===== src/include/irq_agg_pkg.sv =====
// package: register offsets, field layout and reset values of the global interrupt block
package irq_agg_pkg;
  localparam int NUM_CH = 4;
  localparam logic [15:0] OFS_HDLC_SUMMARY = 16'h00f5;
  localparam logic [15:0] OFS_HDLC_ENABLE = 16'h00f7;
  localparam logic [15:0] OFS_FRAMER_SUMMARY = 16'h00f9;
  localparam logic [15:0] OFS_TESTER_SUMMARY = 16'h00fa;
  localparam logic [15:0] OFS_LINE_SUMMARY = 16'h00fb;
  localparam logic [15:0] OFS_FRAMER_ENABLE = 16'h00fc;
  localparam logic [15:0] OFS_TESTER_ENABLE = 16'h00fd;
  localparam logic [15:0] OFS_LINE_ENABLE = 16'h00fe;
  localparam int CH_LSB = 0;
  localparam int CH_MSB = 3;
  localparam logic [3:0] ENABLE_RESET = 4'h0;
  localparam logic [3:0] SUMMARY_RESET = 4'h0;
  localparam logic [7:0] RDATA_RESET = 8'h00;
  localparam logic [3:0] SYNC_RESET = 4'h0;
endpackage


===== src/hw/global_irq_status_mask.sv =====
// global interrupt aggregation: per-source summary, per-channel enables, combined output
`timescale 1ns/1ps
`default_nettype none
module global_irq_status_mask
  import irq_agg_pkg::*;
(
  // clock and reset
  input wire logic i_clock,
  input wire logic i_rst,
  // register port
  input wire logic [15:0] i_addr,
  input wire logic [7:0] i_wdata,
  input wire logic i_wr,
  input wire logic i_rd,
  output logic [7:0] o_rdata,
  // sub-unit interrupt request levels, one bit per channel
  input wire logic [3:0] i_framer_irq,
  input wire logic [3:0] i_tester_irq,
  input wire logic [3:0] i_line_if_irq,
  input wire logic [3:0] i_hdlc_irq,
  // combined host interrupt, active high
  output logic o_irq
);

  ////////////////////////////////////////////////////////////////////////////
  // request synchronisers: three stages, a change counts when stages 2 and 3 agree
  logic [3:0] sync1 [4];
  logic [3:0] sync2 [4];
  logic [3:0] sync3 [4];
  logic [3:0] req_in [4];
  logic [3:0] framer_irq_summary;
  logic [3:0] tester_irq_summary;
  logic [3:0] line_if_irq_summary;
  logic [3:0] hdlc_irq_summary;

  assign req_in[0] = i_framer_irq;
  assign req_in[1] = i_tester_irq;
  assign req_in[2] = i_line_if_irq;
  assign req_in[3] = i_hdlc_irq;

  genvar g;
  generate
    for (g = 0; g < 4; g++) begin : g_sync
      always_ff @(posedge i_clock or posedge i_rst) begin
        if (i_rst) begin
          sync1[g] <= SYNC_RESET;
          sync2[g] <= SYNC_RESET;
          sync3[g] <= SYNC_RESET;
        end else begin
          sync1[g] <= req_in[g];
          sync2[g] <= sync1[g];
          sync3[g] <= sync2[g];
        end
      end
    end
  endgenerate

  // summaries follow the request levels, no latching
  always_ff @(posedge i_clock or posedge i_rst) begin
    if (i_rst) begin
      framer_irq_summary <= SUMMARY_RESET;
      tester_irq_summary <= SUMMARY_RESET;
      line_if_irq_summary <= SUMMARY_RESET;
      hdlc_irq_summary <= SUMMARY_RESET;
    end else begin
      for (int c = 0; c < NUM_CH; c++) begin
        if (sync2[0][c] == sync3[0][c]) framer_irq_summary[c] <= sync3[0][c];
        if (sync2[1][c] == sync3[1][c]) tester_irq_summary[c] <= sync3[1][c];
        if (sync2[2][c] == sync3[2][c]) line_if_irq_summary[c] <= sync3[2][c];
        if (sync2[3][c] == sync3[3][c]) hdlc_irq_summary[c] <= sync3[3][c];
      end
    end
  end

  ////////////////////////////////////////////////////////////////////////////
  // enable registers
  logic [3:0] framer_irq_enable;
  logic [3:0] tester_irq_enable;
  logic [3:0] line_if_irq_enable;
  logic [3:0] hdlc_irq_enable;

  always_ff @(posedge i_clock or posedge i_rst) begin
    if (i_rst) begin
      framer_irq_enable <= ENABLE_RESET;
      tester_irq_enable <= ENABLE_RESET;
      line_if_irq_enable <= ENABLE_RESET;
      hdlc_irq_enable <= ENABLE_RESET;
    end else if (i_wr) begin
      case (i_addr)
        OFS_FRAMER_ENABLE: framer_irq_enable <= i_wdata[CH_MSB:CH_LSB];
        OFS_TESTER_ENABLE: tester_irq_enable <= i_wdata[CH_MSB:CH_LSB];
        OFS_LINE_ENABLE: line_if_irq_enable <= i_wdata[CH_MSB:CH_LSB];
        OFS_HDLC_ENABLE: hdlc_irq_enable <= i_wdata[CH_MSB:CH_LSB];
        default: ;
      endcase
    end
  end

  ////////////////////////////////////////////////////////////////////////////
  // read path: data one cycle after the strobe, zero otherwise and when unmapped
  logic [7:0] next_rdata;

  always_comb begin
    next_rdata = RDATA_RESET;
    if (i_rd) begin
      case (i_addr)
        OFS_HDLC_SUMMARY: next_rdata = {4'h0, hdlc_irq_summary};
        OFS_FRAMER_SUMMARY: next_rdata = {4'h0, framer_irq_summary};
        OFS_TESTER_SUMMARY: next_rdata = {4'h0, tester_irq_summary};
        OFS_LINE_SUMMARY: next_rdata = {4'h0, line_if_irq_summary};
        OFS_FRAMER_ENABLE: next_rdata = {4'h0, framer_irq_enable};
        OFS_TESTER_ENABLE: next_rdata = {4'h0, tester_irq_enable};
        OFS_LINE_ENABLE: next_rdata = {4'h0, line_if_irq_enable};
        OFS_HDLC_ENABLE: next_rdata = {4'h0, hdlc_irq_enable};
        default: next_rdata = RDATA_RESET;
      endcase
    end
  end

  always_ff @(posedge i_clock or posedge i_rst) begin
    if (i_rst) o_rdata <= RDATA_RESET;
    else o_rdata <= next_rdata;
  end

  ////////////////////////////////////////////////////////////////////////////
  // combined interrupt
  logic next_irq;
  assign next_irq = |((framer_irq_summary & framer_irq_enable) |
                      (tester_irq_summary & tester_irq_enable) |
                      (line_if_irq_summary & line_if_irq_enable) |
                      (hdlc_irq_summary & hdlc_irq_enable));

  always_ff @(posedge i_clock or posedge i_rst) begin
    if (i_rst) o_irq <= 1'b0;
    else o_irq <= next_irq;
  end

  ////////////////////////////////////////////////////////////////////////////
  // assertions
  property p_irq_follows;
    @(posedge i_clock) disable iff (i_rst)
      1'b1 |=> (o_irq == $past(next_irq));
  endproperty
  a_irq_follows: assert property (p_irq_follows) else $error("irq not combined");

  property p_masked_quiet;
    @(posedge i_clock) disable iff (i_rst)
      (framer_irq_enable == 4'h0 && tester_irq_enable == 4'h0 &&
       line_if_irq_enable == 4'h0 && hdlc_irq_enable == 4'h0) |=> !o_irq;
  endproperty
  a_masked_quiet: assert property (p_masked_quiet) else $error("irq while all masked");

  property p_framer_enabled;
    @(posedge i_clock) disable iff (i_rst)
      (|(framer_irq_summary & framer_irq_enable)) |=> o_irq;
  endproperty
  a_framer_enabled: assert property (p_framer_enabled) else $error("framer request lost");

  property p_tester_enabled;
    @(posedge i_clock) disable iff (i_rst)
      (|(tester_irq_summary & tester_irq_enable)) |=> o_irq;
  endproperty
  a_tester_enabled: assert property (p_tester_enabled) else $error("tester request lost");

  property p_line_enabled;
    @(posedge i_clock) disable iff (i_rst)
      (|(line_if_irq_summary & line_if_irq_enable)) |=> o_irq;
  endproperty
  a_line_enabled: assert property (p_line_enabled) else $error("line request lost");

  property p_framer_en_write;
    @(posedge i_clock) disable iff (i_rst)
      (i_wr && i_addr == OFS_FRAMER_ENABLE) |=> (framer_irq_enable == $past(i_wdata[3:0]));
  endproperty
  a_framer_en_write: assert property (p_framer_en_write) else $error("framer enable");

  property p_tester_en_write;
    @(posedge i_clock) disable iff (i_rst)
      (i_wr && i_addr == OFS_TESTER_ENABLE) |=> (tester_irq_enable == $past(i_wdata[3:0]));
  endproperty
  a_tester_en_write: assert property (p_tester_en_write) else $error("tester enable");

  property p_line_en_write;
    @(posedge i_clock) disable iff (i_rst)
      (i_wr && i_addr == OFS_LINE_ENABLE) |=> (line_if_irq_enable == $past(i_wdata[3:0]));
  endproperty
  a_line_en_write: assert property (p_line_en_write) else $error("line enable");

  property p_framer_read;
    @(posedge i_clock) disable iff (i_rst)
      (i_rd && i_addr == OFS_FRAMER_SUMMARY) |=> (o_rdata == {4'h0, $past(framer_irq_summary)});
  endproperty
  a_framer_read: assert property (p_framer_read) else $error("framer summary read");

  property p_tester_read;
    @(posedge i_clock) disable iff (i_rst)
      (i_rd && i_addr == OFS_TESTER_SUMMARY) |=> (o_rdata == {4'h0, $past(tester_irq_summary)});
  endproperty
  a_tester_read: assert property (p_tester_read) else $error("tester summary read");

  property p_tester_level;
    @(posedge i_clock) disable iff (i_rst)
      (sync3[1][1:0] == sync2[1][1:0]) |=> (tester_irq_summary[1:0] == $past(sync3[1][1:0]));
  endproperty
  a_tester_level: assert property (p_tester_level) else $error("tester bits 1,0");

  property p_line_read;
    @(posedge i_clock) disable iff (i_rst)
      (i_rd && i_addr == OFS_LINE_SUMMARY) |=> (o_rdata == {4'h0, $past(line_if_irq_summary)});
  endproperty
  a_line_read: assert property (p_line_read) else $error("line summary read");

  property p_hdlc_ro;
    @(posedge i_clock) disable iff (i_rst)
      (i_rd && i_addr == OFS_HDLC_SUMMARY) |=> (o_rdata == {4'h0, $past(hdlc_irq_summary)});
  endproperty
  a_hdlc_ro: assert property (p_hdlc_ro) else $error("hdlc summary read");

endmodule
`default_nettype wire


===== config.mk =====
export PLATFORM = sky130hd
export DESIGN_NAME = global_irq_status_mask
export DESIGN_NICKNAME = d
export VERILOG_FILES = /design/src/include/irq_agg_pkg.sv /design/src/hw/global_irq_status_mask.sv
export SDC_FILE = /design/constraint.sdc
export NUM_CORES = 1
export LEC_CHECK = 0
export ABC_CLOCK_PERIOD_IN_PS = 2700
export CORE_MARGIN = 3
export CORE_UTILIZATION = 58
export CTS_BUF_LIST = sky130_fd_sc_hd__clkbuf_8
export CTS_CLUSTER_DIAMETER = 60
export DETAILED_ROUTE_END_ITERATION = 16
export DONT_BUFFER_PORTS = 1
export PLACE_DENSITY_LB_ADDON = 0.25
export SLEW_MARGIN = 20
export SYNTH_ARGS = -nofsm -noshare
export SYNTH_HDL_FRONTEND = slang
export SYNTH_SLANG_ARGS = --single-unit

===== constraint.sdc =====
create_clock -name i_clock -period 2.7 [get_ports i_clock]
set_input_delay 0.54 -clock i_clock [delete_from_list [all_inputs] [get_ports i_clock]]
set_output_delay 0.54 -clock i_clock [all_outputs]
set_load 0.03 [all_outputs]

# ---- Word level (Yosys, flattened, before mapping)
# Cells that the tools add are included.
dict set report word_totals {
  ff_bits 89
  in_bits 44
  out_inout_bits 9
  wordCells 72
}
dict set report classes {
  n_eq_ne 24
  muxes 2
  bitwise_logic 7
  n_reduce_logical 5
}
# op n
set ops {}
lappend ops {{$eq A16 B8 Y1 const B} 8}
lappend ops {{$pmux W4 S8} 1}
lappend ops {{$and A4 B4 Y4} 4}
lappend ops {{$eq A1 B1 Y1} 16}
lappend ops {{$or A4 B4 Y4} 3}
lappend ops {{$reduce_and A2 Y1} 4}
lappend ops {{$mux W4} 1}
lappend ops {{$reduce_or A4 Y1} 1}

# ---- Longest topological paths before layout
dict set report logic_depth {
  word_depth 5
  depth_mapped 6
  depth_no_buf 4
}

# ---- Worst setup path after synthesis
# No wires, ideal clock.
dict set report synth_path {
  kind {input to register}
  start {in i_addr[13]}
  end {reg hdlc_irq_enable[0]}
  setup_ps 125
  arrival_ps 1939
  required_ps 2575
  slack_ps 636
  path_stages 5
  path_buffers 1
  cell_sequence {or4_4 -> nor3_4 -> and3_1 -> buf_4 -> mux2_2}
}
dict set report synth_between {
  elab_chain_len 2
}
# element line_no
set synth_lines {}
lappend synth_lines {{start, declared} global_irq_status_mask.sv:11} ;# input wire logic [15:0] i_addr,
lappend synth_lines {{$eq A16 B8 Y1} global_irq_status_mask.sv:89} ;# case (i_addr)
lappend synth_lines {{$reduce_and A2 Y1 (no source line)} n/a}
lappend synth_lines {{end signal, assigned} global_irq_status_mask.sv:93} ;# OFS_HDLC_ENABLE: hdlc_irq_enable <= i_wdata[CH_MSB:CH_LSB];
lappend synth_lines {{end, declared} global_irq_status_mask.sv:80} ;# logic [3:0] hdlc_irq_enable;
# Every way passes these cells.
# A chain may end at the register's enable or synchronous reset.

# ---- Worst setup path in the final report
dict set report layout_path {
  start {in i_addr[13]}
  end {reg hdlc_irq_enable[3]}
}
# Same word-level chain as after synthesis.

==> results.md <==
- The mean routed wirelength per cell is between 15 and 20 µm.
- The mux contribution to synthesized area is 0.0757.
- The average instance in the mapped netlist occupies ~15 µm².
- The clock latency reported for the late side of the worst-skew pair is around 0.34 ns.
- The post-CTS resize count is 0.
- Relative to the synthesized area, the layout overhead comes to 8.39%.
- The critical path launch point is i_addr[13].
- The dominant combinational cell family by area after synthesis is compound AO/OA/AOI/OAI gates.
- The final number of hold-violating endpoints was 0.
- The clock-pin slew on the worst setup and hold paths is 0.08 ns.
- The via count of the first global-routing pass is 1757.
- The horizontal die dimension is slightly below 80 µm.
- The congestion estimate from routability-driven global placement came to between 0.8 and 0.9.
- The number of setup violations in the final report is 0.
- Input and output buffers added on the ports amount to 0.
- In the routed layout, each cell is associated on average with a via count of 5.98.
- In this run the worst hold path is classified as in -> async.
- The critical path runs through a total of 4 cells.
- The final setup skew is about 0.0054 ns.
- The global-route total usage across every layer is 0.194.
- After synthesis the netlist holds a flip-flop and latch count of 85.
- In this run the deepest clock path goes through 2 buffers.
- The leakage component of the power is ~1.5 nW.
- The flow ran to the end, and the final reports show no timing, DRC or antenna violations.
- Measured against its own limit, the worst slew margin works out to 0.544.
- The reg-to-reg endpoint is o_rdata[2].
- In the routed design, unresolved DRC markers number 0.
- The library cell used most frequently in the layout, excluding fill and tap cells, is sky130_fd_sc_hd__dfrtp_1.
- The violation count after the first detailed-routing iteration is 159.
- The antenna violation net count after detailed routing is 0.
- The filler cell count in the final layout is roughly 350.
- On the worst path, the slowest cell contributes a delay of between 0.5 and 0.6 ns.
- The number of antenna cells inserted is 0.
- The total of hold buffers inserted after clock tree synthesis is 0.
- For this block, the routed nets add up to 5350 µm of wire.
- The type of element launching the critical path is a primary input.
- The clock net in this run drives a total of 85 sinks.
- Data on the critical path is required at its endpoint by 2.92 ns.
- The first global-routing pass estimated approximately 9000 µm of wire.
- The capturing instance or port of the critical path is hdlc_irq_enable[3].
- The starting utilization of the core area is 0.622.
- The buffer count from post-CTS setup fixing is 0.
- The xor and xnor fraction of the mapped netlist area is 0.
- The highest clock frequency the design can meet is ~0.53 GHz.
- Along the worst path, the maximum fanout reaches 4.
- Of the cells placed in the final design, the portion with a size suffix greater than 1 is 0.197.
- The number of max-slew violations in the final report came to 0.
- From bottom edge to top edge, the die measures 78.6 µm.
- The period utilization is 0.693.
- The combined buffer and inverter count along the critical path is 0.
- The number of cells traversed by the worst register-to-register path is 4.
- The count of pins on the block boundary is 53.
- Synthesis handed over a netlist of approximately 200 instances.
- The floorplan step defined a die boundary enclosing between 6000 and 7000 µm².
- The core outline area is 4910 µm².
- The mapped cell area is ~3100 µm².
- Once detailed placement completed, the half-perimeter wirelength came to 3700 µm.
- The total area of sequential cells is approximately 2100 µm².
- At the pin with the least slew margin, the transition time is just under 0.7 ns.
- The cell at the slowest stage of the critical path is sky130_fd_sc_hd__or4_4.
- The initialized floorplan defines 25 standard-cell rows.
- The worst setup path is captured at a register.
- The compound-cell area share of the yosys netlist is 0.0790.
- In the layout the commonest cells are sky130_fd_sc_hd__dfrtp_1, sky130_fd_sc_hd__mux2_2, sky130_fd_sc_hd__maj3_1, sky130_fd_sc_hd__clkbuf_8, sky130_fd_sc_hd__a221oi_1.
- The area share of fa/ha/maj cells after synthesis is 0.0524.
- The basic-gate share of the synthesized area counting and, or, nand and nor cells is 0.0716.
- Among cell families on the critical path, the largest total delay comes from simple AND/OR/NAND/NOR gates.
- The length of the first detailed-routing pass in iterations is 4.
- The number of maximum-capacitance violations is 0.
- In this run the register-to-register setup slack is 1.33 ns.
- Of the synthesized area, sequential elements account for 0.696.
- The global route total overflow is 0.
- The number of nets in the layout is between 200 and 250.
- Counting the buffers created by CTS gives 9.
- The number of antenna violations at the first check in global routing is 0.
- The signal arrival time at the worst endpoint is ~2.1 ns.
- After routing, the total negative slack on setup checks comes to 0 ns.
- Traced cell by cell, the critical path runs through or4_4 > nor3_4 > and3_1 > mux2_2.
- The clock tree root driver cell is sky130_fd_sc_hd__clkbuf_8.
- The overall power consumption is between 0.002 and 0.0025 W.
- Entering global routing, the biggest net connects 55 pins.
- The number of library cell types mapped by synthesis is 37.
- For this design the ratio of total power to cell area is about 700 nW/µm².
- The worst voltage drop across the vdd grid is 440 µV.
- The worst register-to-register path begins at framer_irq_summary[2].
- Setup repair after global routing left no endpoint under its margin.
- The clock tree synthesis step divided the H-tree into 3 levels.
- The critical path in this run is classified as in -> reg.
- The total via count in the routed design is 1645.
- Yosys printed 0 warnings.
- Counting I/O delays and the setup requirement, the final critical path takes between 1.5 and 2 ns.
- The clock tree from TritonCTS is done.
- In the final layout, the multi-input gates occupy just under 900 µm².
==> registers in the layout, summed over array words and instances, names as in the netlist <==
name / cells
sync1: 16
sync2: 16
sync3: 16
framer_irq_enable: 4
framer_irq_summary: 4
hdlc_irq_enable: 4
hdlc_irq_summary: 4
line_if_irq_enable: 4
line_if_irq_summary: 4
o_rdata: 4
tester_irq_enable: 4
tester_irq_summary: 4
o_irq: 1
==> synthesized netlist by cell type <==
cell type                   count  area [µm²]
sky130_fd_sc_hd__buf_2          2        10.0
sky130_fd_sc_hd__nand3b_1       1        7.51
sky130_fd_sc_hd__a211oi_1       2        15.0
sky130_fd_sc_hd__a221oi_1       7        61.3
sky130_fd_sc_hd__or4b_2         1        10.0
sky130_fd_sc_hd__a22oi_1        4        30.0
sky130_fd_sc_hd__dfrtp_1       85        2130
sky130_fd_sc_hd__inv_1          3        11.3
sky130_fd_sc_hd__mux2i_1        4        40.0
sky130_fd_sc_hd__nand4_1        2        12.5
sky130_fd_sc_hd__a2111oi_0      1        8.76
sky130_fd_sc_hd__o21ai_0        1        5.00
sky130_fd_sc_hd__a22o_1         5        43.8
sky130_fd_sc_hd__mux2_2        17         191
sky130_fd_sc_hd__or4_4          1        11.3
sky130_fd_sc_hd__maj3_1        16         160
sky130_fd_sc_hd__a311oi_1       1        8.76
sky130_fd_sc_hd__nor4_1         1        6.26
sky130_fd_sc_hd__nand4b_1       2        17.5
sky130_fd_sc_hd__buf_4          5        37.5
sky130_fd_sc_hd__nor3b_1        1        7.51
sky130_fd_sc_hd__nand3_1        4        20.0
sky130_fd_sc_hd__nand2_1        1        3.75
sky130_fd_sc_hd__o21ba_2        1        10.0
sky130_fd_sc_hd__nor2_1         4        15.0
sky130_fd_sc_hd__and3_1         4        25.0
sky130_fd_sc_hd__a211o_1        2        17.5
sky130_fd_sc_hd__a21oi_1        2        10.0
sky130_fd_sc_hd__nor3_4         1        16.3
sky130_fd_sc_hd__conb_1         1        3.75
sky130_fd_sc_hd__nor2b_1        2        12.5
sky130_fd_sc_hd__a31oi_1        5        31.3
sky130_fd_sc_hd__clkbuf_1       4        15.0
sky130_fd_sc_hd__or4_1          1        7.51
sky130_fd_sc_hd__nand4_2        2        25.0
sky130_fd_sc_hd__nand4b_2       1        15.0
sky130_fd_sc_hd__or3_1          1        6.26
==> metrics by stage <==
step                      worst slack (ns)  cells  utilization  cell area (µm²)  hold WS, ns
after floorplan                      0.636    201            -             3070        0.331
after global placement               0.528    259        0.635             3120        0.332
after detailed placement             0.495    259        0.635             3120        0.335
after CTS                            0.859    275        0.675             3310        0.173
after global routing                 0.817    275        0.675             3310        0.200
final                                0.830    275        0.675             3310        0.167
==> logic make-up after synthesis <==
logic type | count (synthesis)
AOI/OAI and AO/OA | 31
adders and majority gates | 16
buffers and inverters | 14
DFF | 85
muxes | 21
other | 1
and+or+nand+nor | 30
==> power by group <==
part / internal [W] / switching [W] / total (W)
Combinational: 0.0000365 / 0.0000507 / 0.0000872
Clock: 0.000443 / 0.000408 / 0.000850
Sequential: 0.00133 / 0.0000418 / 0.00137
Total: 0.00181 / 0.000500 / 0.00231
==> worst min path at each step <==
| stage | to | slack, ns | cells past startpoint |
|---|---|---|---|
| after detailed placement | sync2[14] | 0.33 | 0 |
| final | sync1[6] | 0.17 | 1 |
| after CTS | sync1[6] | 0.17 | 1 |
| after global routing | sync1[3] | 0.20 | 1 |
| after floorplan | sync2[0] | 0.33 | 0 |
| after global placement | sync2[6] | 0.33 | 0 |
==> layout make-up <==
type | count | area share
multi-input cells | 102 | 0.262
repair buffers | 2 | 0.00831
clock inverters | 6 | 0.0166
flip-flops and latches | 85 | 0.642
inverters | 3 | 0.00453
clock buffers | 10 | 0.0415
well taps | 67 | 0.0253
==> metal layers <==
layer | share of wire | global-route usage | wire, µm | up-vias
met2 | 0.47 | 0.289 | 2510 | 93
met4 | 0.023 | 0.0909 | 121 | 0
met1 | 0.41 | 0.254 | 2200 | 804
met5 | 0 | 0 | 0 | -
met3 | 0.096 | 0.0711 | 511 | 11
li1 | - | - | - | 737
Note: power is estimated with default switching activity, not from simulation.
